File: src/rtl/ctm_cfg.svh
`ifndef CTM_CFG_SVH
`define CTM_CFG_SVH
// register byte addresses
`define CTM_ADDR_CTRL0     8'h00
`define CTM_ADDR_CTRL1     8'h04
`define CTM_ADDR_CNT_LO    8'h08
`define CTM_ADDR_CNT_HI    8'h0C
`define CTM_ADDR_CMPA_LO   8'h10
`define CTM_ADDR_CMPA_HI   8'h14
`define CTM_ADDR_PINEN     8'h18
`define CTM_ADDR_STATUS    8'h1C
// control 0 fields
`define CTM_C0_PAUSE       7
`define CTM_C0_CKS_HI      6
`define CTM_C0_CKS_LO      4
`define CTM_C0_RUN         3
`define CTM_C0_PER_HI      2
`define CTM_C0_PER_LO      0
// control 1 fields
`define CTM_C1_MODE_HI     7
`define CTM_C1_MODE_LO     6
`define CTM_C1_IO_HI       5
`define CTM_C1_IO_LO       4
`define CTM_C1_OC          3
`define CTM_C1_POL         2
`define CTM_C1_DPX         1
`define CTM_C1_CCLR        0
// pin function enable
`define CTM_PINEN_W        5
`define CTM_PIN_OUT1       2
// reset values
`define CTM_CTRL_RST       8'h00
`define CTM_PINEN_RST      5'h00
// prescaler taps
`define CTM_DIV4_BIT       1
`define CTM_DIV16_BIT      3
`define CTM_DIV64_BIT      5
// axi responses
`define CTM_RESP_OKAY      2'b00
`define CTM_RESP_SLVERR    2'b10
`endif

File: src/rtl/ctm_pkg.sv
package ctm_pkg;
  typedef enum logic [2:0] {
    CKS_SYS_DIV4  = 3'h0,
    CKS_HIGH      = 3'h1,
    CKS_HIGH_D16  = 3'h2,
    CKS_HIGH_D64  = 3'h3,
    CKS_TBC_A     = 3'h4,
    CKS_TBC_B     = 3'h5,
    CKS_PIN_RISE  = 3'h6,
    CKS_PIN_FALL  = 3'h7
  } ctm_cks_t;
  typedef enum logic [1:0] {
    MODE_COMPARE  = 2'h0,
    MODE_UNDEF    = 2'h1,
    MODE_PWM      = 2'h2,
    MODE_COUNTER  = 2'h3
  } ctm_mode_t;
  typedef logic [9:0] ctm_count_t;
endpackage : ctm_pkg

File: src/rtl/ctm_tick_gen.sv
`timescale 1ns/1ps
`include "ctm_cfg.svh"
module ctm_tick_gen (
  // clock and reset
  input  wire logic              aclk,
  input  wire logic              aresetn,
  // clock select
  input  wire ctm_pkg::ctm_cks_t cks,
  // clock sources, already on aclk
  input  wire logic              high_speed_tick,
  input  wire logic              timebase_tick,
  // external event pin, asynchronous
  input  wire logic              event_clock_pin,
  // one-cycle count enable
  output logic                   tick
);
  import ctm_pkg::*;

  logic [`CTM_DIV4_BIT:0] sys_div_ff;
  logic [5:0] high_div_ff;
  logic [2:0] pin_sync_ff;
  logic       sys_tap;
  logic       pin_rise;
  logic       pin_fall;

  always_ff @(posedge aclk) begin
    if (!aresetn) begin
      sys_div_ff <= '0;
    end else begin
      sys_div_ff <= sys_div_ff + 1'b1;
    end
  end

  // divide the high clock ticks by 16 and 64
  always_ff @(posedge aclk) begin
    if (!aresetn) begin
      high_div_ff <= 6'h00;
    end else if (high_speed_tick) begin
      high_div_ff <= high_div_ff + 6'h01;
    end
  end

  // two-stage synchroniser, third stage only for edge detect
  always_ff @(posedge aclk) begin
    if (!aresetn) begin
      pin_sync_ff <= 3'h0;
    end else begin
      pin_sync_ff <= {pin_sync_ff[1:0], event_clock_pin};
    end
  end

  assign sys_tap  = &sys_div_ff[`CTM_DIV4_BIT:0];
  assign pin_rise = pin_sync_ff[1] & ~pin_sync_ff[2];
  assign pin_fall = ~pin_sync_ff[1] & pin_sync_ff[2];

  always_comb begin
    case (cks)
      CKS_SYS_DIV4: tick = sys_tap;
      CKS_HIGH:     tick = high_speed_tick;
      CKS_HIGH_D16: tick = high_speed_tick &
                           (&high_div_ff[`CTM_DIV16_BIT:0]);
      CKS_HIGH_D64: tick = high_speed_tick &
                           (&high_div_ff[`CTM_DIV64_BIT:0]);
      CKS_TBC_A,
      CKS_TBC_B:    tick = timebase_tick;
      CKS_PIN_RISE: tick = pin_rise;
      CKS_PIN_FALL: tick = pin_fall;
      default:      tick = 1'b0;
    endcase
  end
endmodule : ctm_tick_gen

File: src/rtl/ctm_top.sv
// The AXI4-Lite register port and the address map were chosen for this implementation.
`timescale 1ns/1ps
`include "ctm_cfg.svh"
// Overview of operation
// - up-counter compared with comparators; match may clear, set pin
// - three-bit clock select picks divided system, high, timebase or pin
// - two interrupt sources: compare-A match and period match
// - event pin drives the counter only when selected by clock select
// - pin clocking advances on rising or falling edge as configured
// - compare mode: output goes high, low or toggles on match
// - PWM mode: output pin carries the PWM waveform
// - pin enable bit 1 routes timer function to pin, 0 keeps other
// - enable register: out3 bit4, out2 bit3, out1 bit2, out0 bits 1,0
// - enable register bits 7 to 5 read as zero
// - low bytes go through shared 8-bit buffer, moved on high access
// - compare low byte write only fills the holding buffer
// - compare high byte write updates high, copies buffer to low
// - high byte read returns high, captures low byte into buffer
// - low byte read returns the holding buffer
// - three modes, one input pin, one output pin
// - 10-bit counter; period vs top three bits, compare-A vs all
// - counter clears on run rising, overflow or enabled match
// - clock select codes: sys/4, high, /16, /64, timebase x2, pin edges
module ctm_top (
  // clock and reset
  input  wire logic        aclk,
  input  wire logic        aresetn,
  // axi4-lite write address
  input  wire logic [7:0]  s_axi_awaddr,
  input  wire logic        s_axi_awvalid,
  output logic             s_axi_awready,
  // axi4-lite write data
  input  wire logic [31:0] s_axi_wdata,
  input  wire logic [3:0]  s_axi_wstrb,
  input  wire logic        s_axi_wvalid,
  output logic             s_axi_wready,
  // axi4-lite write response
  output logic [1:0]       s_axi_bresp,
  output logic             s_axi_bvalid,
  input  wire logic        s_axi_bready,
  // axi4-lite read address
  input  wire logic [7:0]  s_axi_araddr,
  input  wire logic        s_axi_arvalid,
  output logic             s_axi_arready,
  // axi4-lite read data
  output logic [31:0]      s_axi_rdata,
  output logic [1:0]       s_axi_rresp,
  output logic             s_axi_rvalid,
  input  wire logic        s_axi_rready,
  // clock sources on aclk
  input  wire logic        high_speed_tick,
  input  wire logic        timebase_tick,
  // pins
  input  wire logic        event_clock_pin,
  output logic             timer_output_pin,
  output logic             timer_output_pin_en,
  output logic             event_clock_pin_sel,
  // pin function enables for the other timers
  output logic [4:0]       timer_pin_function_enable,
  // interrupt sources
  output logic             compare_a_match_pulse,
  output logic             period_match_pulse
);
  import ctm_pkg::*;

  logic [7:0]  ctrl0_ff;
  logic [7:0]  ctrl1_ff;
  logic [4:0]  pinen_ff;
  ctm_count_t  count_ff;
  ctm_count_t  compare_a_value_ff;
  logic [7:0]  hold_buf_ff;
  logic        run_d_ff;
  logic        out_ff;
  logic        cmpa_flag_ff;
  logic        per_flag_ff;
  logic        cmpa_pulse_ff;
  logic        per_pulse_ff;
  logic        aw_got_ff;
  logic        w_got_ff;
  logic [7:0]  awaddr_ff;
  logic [31:0] wdata_ff;
  logic [3:0]  wstrb_ff;
  logic        bvalid_ff;
  logic [1:0]  bresp_ff;
  logic        rvalid_ff;
  logic [31:0] rdata_ff;
  logic [1:0]  rresp_ff;

  logic        tick;
  logic        run;
  logic        paused;
  logic        run_rise;
  logic [2:0]  period_compare_value;
  logic        match_a;
  logic        match_p;
  logic        overflow;
  logic        clear_cnt;
  logic        wr_do;
  logic        rd_do;
  logic        wr_lane0;
  logic [7:0]  wr_byte;
  logic        wr_map_ok;
  logic        rd_map_ok;
  logic [31:0] rd_word;
  ctm_cks_t    cks;
  ctm_mode_t   mode;
  logic [1:0]  io_sel;
  logic        oc;
  logic        pwm_level;
  ctm_count_t  nxt_count;
  logic        nxt_out;

  assign cks    = ctm_cks_t'(ctrl0_ff[`CTM_C0_CKS_HI:`CTM_C0_CKS_LO]);
  assign mode   = ctm_mode_t'(ctrl1_ff[`CTM_C1_MODE_HI:`CTM_C1_MODE_LO]);
  assign io_sel = ctrl1_ff[`CTM_C1_IO_HI:`CTM_C1_IO_LO];
  assign oc     = ctrl1_ff[`CTM_C1_OC];
  assign run    = ctrl0_ff[`CTM_C0_RUN];
  assign paused = ctrl0_ff[`CTM_C0_PAUSE];
  assign period_compare_value = ctrl0_ff[`CTM_C0_PER_HI:`CTM_C0_PER_LO];

  ctm_tick_gen u_tick (
    .aclk            (aclk),
    .aresetn         (aresetn),
    .cks             (cks),
    .high_speed_tick (high_speed_tick),
    .timebase_tick   (timebase_tick),
    .event_clock_pin (event_clock_pin),
    .tick            (tick)
  );

  // ---------------- counter and comparators ----------------
  assign run_rise = run & ~run_d_ff;
  // matches are qualified by a count step; compare-A is seen once, period match on each step while its top bits match
  assign match_a  = tick & run & ~paused &
                    (count_ff == compare_a_value_ff);
  assign match_p  = tick & run & ~paused &
                    (count_ff[9:7] == period_compare_value) &
                    (period_compare_value != 3'h0);
  assign overflow = tick & run & ~paused & (&count_ff);
  assign clear_cnt = overflow |
                     (ctrl1_ff[`CTM_C1_CCLR] ? match_a : match_p);

  always_comb begin
    nxt_count = count_ff;
    if (run_rise) begin
      nxt_count = '0;
    end else if (clear_cnt) begin
      nxt_count = '0;
    end else if (tick & run & ~paused) begin
      nxt_count = count_ff + 10'h001;
    end
  end

  always_ff @(posedge aclk) begin
    if (!aresetn) begin
      count_ff <= '0;
      run_d_ff <= 1'b0;
    end else begin
      count_ff <= nxt_count;
      run_d_ff <= run;
    end
  end

  // two interrupt sources, registered pulses on each matching count step plus sticky flags
  always_ff @(posedge aclk) begin
    if (!aresetn) begin
      cmpa_pulse_ff <= 1'b0;
      per_pulse_ff  <= 1'b0;
    end else begin
      cmpa_pulse_ff <= match_a;
      per_pulse_ff  <= match_p |
                       (overflow & (period_compare_value == 3'h0));
    end
  end
  assign compare_a_match_pulse = cmpa_pulse_ff;
  assign period_match_pulse    = per_pulse_ff;

  // ---------------- output pin ----------------
  // pwm: active while count below compare-A
  assign pwm_level = (count_ff < compare_a_value_ff) ? oc : ~oc;

  always_comb begin
    nxt_out = out_ff;
    case (mode)
      MODE_COMPARE: begin
        if (run_rise) begin
          nxt_out = oc;
        end else if (match_a) begin
          case (io_sel)
            2'h1:    nxt_out = 1'b0;
            2'h2:    nxt_out = 1'b1;
            2'h3:    nxt_out = ~out_ff;
            default: nxt_out = out_ff;
          endcase
        end
      end
      MODE_PWM: begin
        case (io_sel)
          2'h0:    nxt_out = ~oc;
          2'h1:    nxt_out = oc;
          2'h2:    nxt_out = run ? pwm_level : ~oc;
          default: nxt_out = out_ff;
        endcase
      end
      default: nxt_out = out_ff;
    endcase
  end

  always_ff @(posedge aclk) begin
    if (!aresetn) begin
      out_ff <= 1'b0;
    end else begin
      out_ff <= nxt_out;
    end
  end

  assign timer_output_pin    = out_ff;
  assign timer_output_pin_en = pinen_ff[`CTM_PIN_OUT1];
  assign event_clock_pin_sel = (cks == CKS_PIN_RISE) |
                               (cks == CKS_PIN_FALL);
  assign timer_pin_function_enable = pinen_ff;

  // ---------------- axi4-lite write ----------------
  assign s_axi_awready = ~aw_got_ff & ~bvalid_ff;
  assign s_axi_wready  = ~w_got_ff & ~bvalid_ff;
  assign wr_do    = aw_got_ff & w_got_ff & ~bvalid_ff;
  assign wr_lane0 = wr_do & wstrb_ff[0];
  assign wr_byte  = wdata_ff[7:0];

  always_comb begin
    case (awaddr_ff)
      `CTM_ADDR_CTRL0, `CTM_ADDR_CTRL1, `CTM_ADDR_CNT_LO,
      `CTM_ADDR_CNT_HI, `CTM_ADDR_CMPA_LO, `CTM_ADDR_CMPA_HI,
      `CTM_ADDR_PINEN, `CTM_ADDR_STATUS: wr_map_ok = 1'b1;
      default:                           wr_map_ok = 1'b0;
    endcase
  end

  always_ff @(posedge aclk) begin
    if (!aresetn) begin
      aw_got_ff <= 1'b0;
      w_got_ff  <= 1'b0;
      awaddr_ff <= 8'h00;
      wdata_ff  <= 32'h0000_0000;
      wstrb_ff  <= 4'h0;
      bvalid_ff <= 1'b0;
      bresp_ff  <= `CTM_RESP_OKAY;
    end else begin
      if (s_axi_awvalid & s_axi_awready) begin
        aw_got_ff <= 1'b1;
        awaddr_ff <= s_axi_awaddr;
      end
      if (s_axi_wvalid & s_axi_wready) begin
        w_got_ff <= 1'b1;
        wdata_ff <= s_axi_wdata;
        wstrb_ff <= s_axi_wstrb;
      end
      if (wr_do) begin
        aw_got_ff <= 1'b0;
        w_got_ff  <= 1'b0;
        bvalid_ff <= 1'b1;
        bresp_ff  <= wr_map_ok ? `CTM_RESP_OKAY : `CTM_RESP_SLVERR;
      end else if (bvalid_ff & s_axi_bready) begin
        bvalid_ff <= 1'b0;
      end
    end
  end
  assign s_axi_bvalid = bvalid_ff;
  assign s_axi_bresp  = bresp_ff;

  // control and pin enable registers
  always_ff @(posedge aclk) begin
    if (!aresetn) begin
      ctrl0_ff <= `CTM_CTRL_RST;
      ctrl1_ff <= `CTM_CTRL_RST;
      pinen_ff <= `CTM_PINEN_RST;
    end else if (wr_lane0) begin
      if (awaddr_ff == `CTM_ADDR_CTRL0) begin
        ctrl0_ff <= wr_byte;
      end
      if (awaddr_ff == `CTM_ADDR_CTRL1) begin
        ctrl1_ff <= wr_byte;
      end
      if (awaddr_ff == `CTM_ADDR_PINEN) begin
        pinen_ff <= wr_byte[`CTM_PINEN_W-1:0];
      end
    end
  end

  // compare-A pair behind the shared buffer; buffer also serves reads
  always_ff @(posedge aclk) begin
    if (!aresetn) begin
      compare_a_value_ff <= '0;
      hold_buf_ff        <= 8'h00;
    end else begin
      if (wr_lane0 & (awaddr_ff == `CTM_ADDR_CMPA_LO)) begin
        hold_buf_ff <= wr_byte;
      end else if (rd_do & (s_axi_araddr == `CTM_ADDR_CNT_HI)) begin
        hold_buf_ff <= count_ff[7:0];
      end else if (rd_do & (s_axi_araddr == `CTM_ADDR_CMPA_HI)) begin
        hold_buf_ff <= compare_a_value_ff[7:0];
      end
      if (wr_lane0 & (awaddr_ff == `CTM_ADDR_CMPA_HI)) begin
        compare_a_value_ff <= {wr_byte[1:0], hold_buf_ff};
      end
    end
  end

  // ---------------- axi4-lite read ----------------
  assign s_axi_arready = ~rvalid_ff;
  assign rd_do = s_axi_arvalid & s_axi_arready;

  always_comb begin
    rd_word   = 32'h0000_0000;
    rd_map_ok = 1'b1;
    case (s_axi_araddr)
      `CTM_ADDR_CTRL0:   rd_word[7:0] = ctrl0_ff;
      `CTM_ADDR_CTRL1:   rd_word[7:0] = ctrl1_ff;
      `CTM_ADDR_CNT_LO:  rd_word[7:0] = hold_buf_ff;
      `CTM_ADDR_CNT_HI:  rd_word[1:0] = count_ff[9:8];
      `CTM_ADDR_CMPA_LO: rd_word[7:0] = hold_buf_ff;
      `CTM_ADDR_CMPA_HI: rd_word[1:0] = compare_a_value_ff[9:8];
      `CTM_ADDR_PINEN:   rd_word[4:0] = pinen_ff;
      `CTM_ADDR_STATUS:  rd_word[1:0] = {per_flag_ff, cmpa_flag_ff};
      default:           rd_map_ok    = 1'b0;
    endcase
  end

  // sticky match flags; status read clears, a new match wins
  always_ff @(posedge aclk) begin
    if (!aresetn) begin
      cmpa_flag_ff <= 1'b0;
      per_flag_ff  <= 1'b0;
    end else begin
      if (cmpa_pulse_ff) begin
        cmpa_flag_ff <= 1'b1;
      end else if (rd_do & (s_axi_araddr == `CTM_ADDR_STATUS)) begin
        cmpa_flag_ff <= 1'b0;
      end
      if (per_pulse_ff) begin
        per_flag_ff <= 1'b1;
      end else if (rd_do & (s_axi_araddr == `CTM_ADDR_STATUS)) begin
        per_flag_ff <= 1'b0;
      end
    end
  end

  always_ff @(posedge aclk) begin
    if (!aresetn) begin
      rvalid_ff <= 1'b0;
      rdata_ff  <= 32'h0000_0000;
      rresp_ff  <= `CTM_RESP_OKAY;
    end else if (rd_do) begin
      rvalid_ff <= 1'b1;
      rdata_ff  <= rd_word;
      rresp_ff  <= rd_map_ok ? `CTM_RESP_OKAY : `CTM_RESP_SLVERR;
    end else if (rvalid_ff & s_axi_rready) begin
      rvalid_ff <= 1'b0;
    end
  end
  assign s_axi_rvalid = rvalid_ff;
  assign s_axi_rdata  = rdata_ff;
  assign s_axi_rresp  = rresp_ff;
endmodule : ctm_top

File: config.mk
export PLATFORM = sky130hd
export DESIGN_NAME = ctm_top
export DESIGN_NICKNAME = d
export VERILOG_FILES = /design/src/rtl/ctm_pkg.sv /design/src/rtl/ctm_tick_gen.sv /design/src/rtl/ctm_top.sv
export VERILOG_INCLUDE_DIRS = /design/src /design/src/rtl
export SDC_FILE = /design/constraint.sdc
export NUM_CORES = 1
export LEC_CHECK = 0
export BUFFER_PORTS_ARGS = -buffer_cell sky130_fd_sc_hd__buf_4
export CORE_ASPECT_RATIO = 1.75
export CORE_UTILIZATION = 49
export DETAILED_ROUTE_END_ITERATION = 10
export PLACE_DENSITY = 0.86
export SLEW_MARGIN = 20
export SYNTH_ARGS = -nofsm -noshare
export SYNTH_HDL_FRONTEND = slang
export SYNTH_SLANG_ARGS = --single-unit
File: constraint.sdc
create_clock -name aclk -period 1.79 [get_ports aclk]
set_input_delay 0.358 -clock aclk [delete_from_list [all_inputs] [get_ports aclk]]
set_output_delay 0.358 -clock aclk [all_outputs]
set_load 0.1 [all_outputs]
==> out/metrics.cfg <==
[timing]
max_slew.worst_pin.slew_ps = 587.1
max_slew_margin_pct = 60.86
holdWs_ps = 165.0
fmax_ghz = 0.5193
setup_tns_ps = -1396
drv_slew = 0
grt_setup_unrepaired = yes
post-route-period-util_pct = 107.6
setup_viol = 11
setup_ws_ps = -135.9
fin_skew_ps = 6.543
hold_viol_final = 0
post-route-min-period_ps = 1926

[critical_path]
critPathCaptureType = register
r2r_slack_ps = -140
r2r-end = count_ff[4]
crit_fanout = 10
worst_setup_path_start_kind = register
crit_start = compare_a_value_ff[2]
reg2reg_from = compare_a_value_ff[2]
setup.worst_path.end = count_ff[4]
worstPathRequired_ps = 2020
path_class = reg2reg
reg2reg_depth = 10
worstPathArrival_ps = 2150

[job]
maxCapViolCount = 0

[global_routing]
grt_use_met1_pct = 27.05
overflow = 0
grt_antenna_before_repair = 0
grt_pass1_wl_um = 24030
grt_max_degree = 42
grt_pass1_vias = 5005
gr-usage-met3_pct = 5.867
grt_use_met2_pct = 53.35
busiest_layer = met2
grt.total_usage_pct = 29.54

[clocking]
clk_pin_slew_ps = 70
cts_tree = done
cts_htree_levels = 3
cts.path.max_buffers = 2
cts_buffers = 9
clock_latency_ps = 360
clkSinkCount = 98
clockRootBuffer = clkbuf_16
cts-hold-fix-buffers = 0

[route]
vias = 4869
drt-total-wl_um = 15170
drt.antenna.violating_nets = 0
vias_per_cell = 5.888
drt-initial-drc-count = 377
drt_pass1_iterations = 5
drcViolationCount = 0
post_drt_wl_per_cell_um = 18.34

[finish]
area_growth_pct = 29.71
fillerInstances = 761
drive_above_1_share_pct = 31.48
layout_commonest_cell = buf_4
postLayoutCoreUtil_pct = 66.14
final_cell_mix = buf_4, dfxtp_1, nand2_1
antennaDiodeCount = 0
nNetsFinal = 776
multi_input_area_um2 = 3040
seqCellArea_um2 = 1992

[synthesis]
yosys_warnings = 0
synth_flop_cell = dfxtp_1
syn_inst = 579
ys_async_sr_fraction_pct = 0
synth_seq_area_share_pct = 38.59
ys_types = 66
ys_ff_latch = 98
synth_edf_count = 0
synth_area_per_cell_um2 = 8.780
syn_area_um2 = 5084

[min_path]
hp-class = in2reg

[floorplan]
chipWidth_um = 79.00
io_pins = 113
die-area_um2 = 10800
rows = 48
die_y_um = 136.7
initial_utilization_pct = 50.99
coreArea_um2 = 9970

[status]
status = finished, violations left
violations = negative setup slack

[place]
dp_hpwl_um = 10670
place_ws_ps = -207.8
portBuffers = 59
place.gp.congestion = 0.9234

[power]
power_density_nw_per_um2 = 746.6
ir_worst_vdd_uv = 600.5
power_leakage_nw = 2.787

==> cells in the mapped netlist, types with 11 or more instances <==
cell / count / area [um^2]
nor2_1: 56 / 210.2
o21ai_0: 14 / 70.07
a21oi_1: 35 / 175.2
a211oi_1: 12 / 90.09
buf_4: 30 / 225.2
dfxtp_1: 98 / 1962
nand2_1: 70 / 262.8
inv_1: 24 / 90.09
clkbuf_1: 11 / 41.29
nand3_1: 18 / 90.09
ha_1: 17 / 212.7
mux2i_1: 43 / 430.4
==> critical path, stage by stage, from the launching register on <==
cell      delay, ps
dfxtp_2         370
inv_2            60
ha_4            260
nand4_1         160
buf_4           190
nor3_2          140
buf_4           160
nand2_1          80
a31oi_4         170
buf_12          150
a211oi_1         50
==> logic make-up (layout without fill, tap and decap cells) <==
kind of cell	count (synthesis)	after routing	share of synthesized area (%)
buffers and inverters	73	170	7.728
XOR/XNOR	9	9	1.551
AND/OR/NAND/NOR	222	222	22.94
multiplexers	51	51	10.24
adder cells (fa/ha/maj)	17	17	4.184
other	1	26	0.07377
AO/OA/AOI/OAI	108	109	14.69
flip-flops	98	98	38.59
==> sequential cells by signal (all words and copies together), names as in the netlist, 2 cells and up, named ones only <==
register / flops
hold_buf_ff: 8
ctrl0_ff: 8
wdata_ff: 8
u_tick.sys_div_ff: 2
u_tick.pin_sync_ff: 3
count_ff: 10
awaddr_ff: 8
compare_a_value_ff: 10
s_axi_rdata: 8
ctrl1_ff: 8
u_tick.high_div_ff: 6
timer_pin_function_enable: 5
==> layer usage <==
layer	part of all wire (%)	vias up	wire length, um
li1	-	2241	-
met1	33	2252	5073
met2	52	268	7828
met3	5.5	108	837
met4	9.4	0	1425
met5	0	-	0
==> how the worst min path moves through the flow <==
stage / from / end / slack, ps / depth (start not counted)
global placement: u_tick.sys_div_ff[0] / u_tick.sys_div_ff[0] / 410 / 1
global route: s_axi_rready / s_axi_rvalid / 180 / 2
detailed placement: u_tick.sys_div_ff[0] / u_tick.sys_div_ff[0] / 420 / 1
floorplan: u_tick.sys_div_ff[0] / u_tick.sys_div_ff[0] / 400 / 1
finish: s_axi_rready / s_axi_rvalid / 170 / 2
CTS: s_axi_rready / s_axi_rvalid / 160 / 2
==> where the power goes <==
group	switching (mW)	total, mW	leakage [nW]	internal [mW]
sequential	0.0563	2.28	0.804	2.23
clock	0.951	1.94	0.143	0.987
combinational	0.534	0.703	1.84	0.169
==> final cells by class <==
| cell class | instances | share of cell area, % |
|---|---|---|
| clock buffer | 9 | 3.416 |
| clock inverter | 7 | 1.063 |
| inverter | 24 | 1.423 |
| multi-input combinational | 434 | 46.11 |
| sequential | 98 | 30.21 |
| tap | 125 | 2.372 |
| timing repair buffer | 130 | 15.41 |
==> stage by stage <==
stage          std cells  power [mW]  area (um^2)
6_report             827       4.923         6594
2_1_floorplan        604       2.891         5218
3_3_place_gp         804       3.002         6005
4_1_cts              826       4.910         6534
3_5_place_dp         804       3.024         6005
5_1_grt              827       5.063         6594
==> repair_timing <==
action / 4_1_cts / 5_1_grt
resized for setup: 35 / 18
hold endpoints to repair: 0 / 0
gates cloned: 1 / 0
setup endpoints to repair: 11 / 29
buffers inserted: 6 / 1
pin swaps: 13 / 6
No activity file was read; power rests on OpenSTA's default activity.
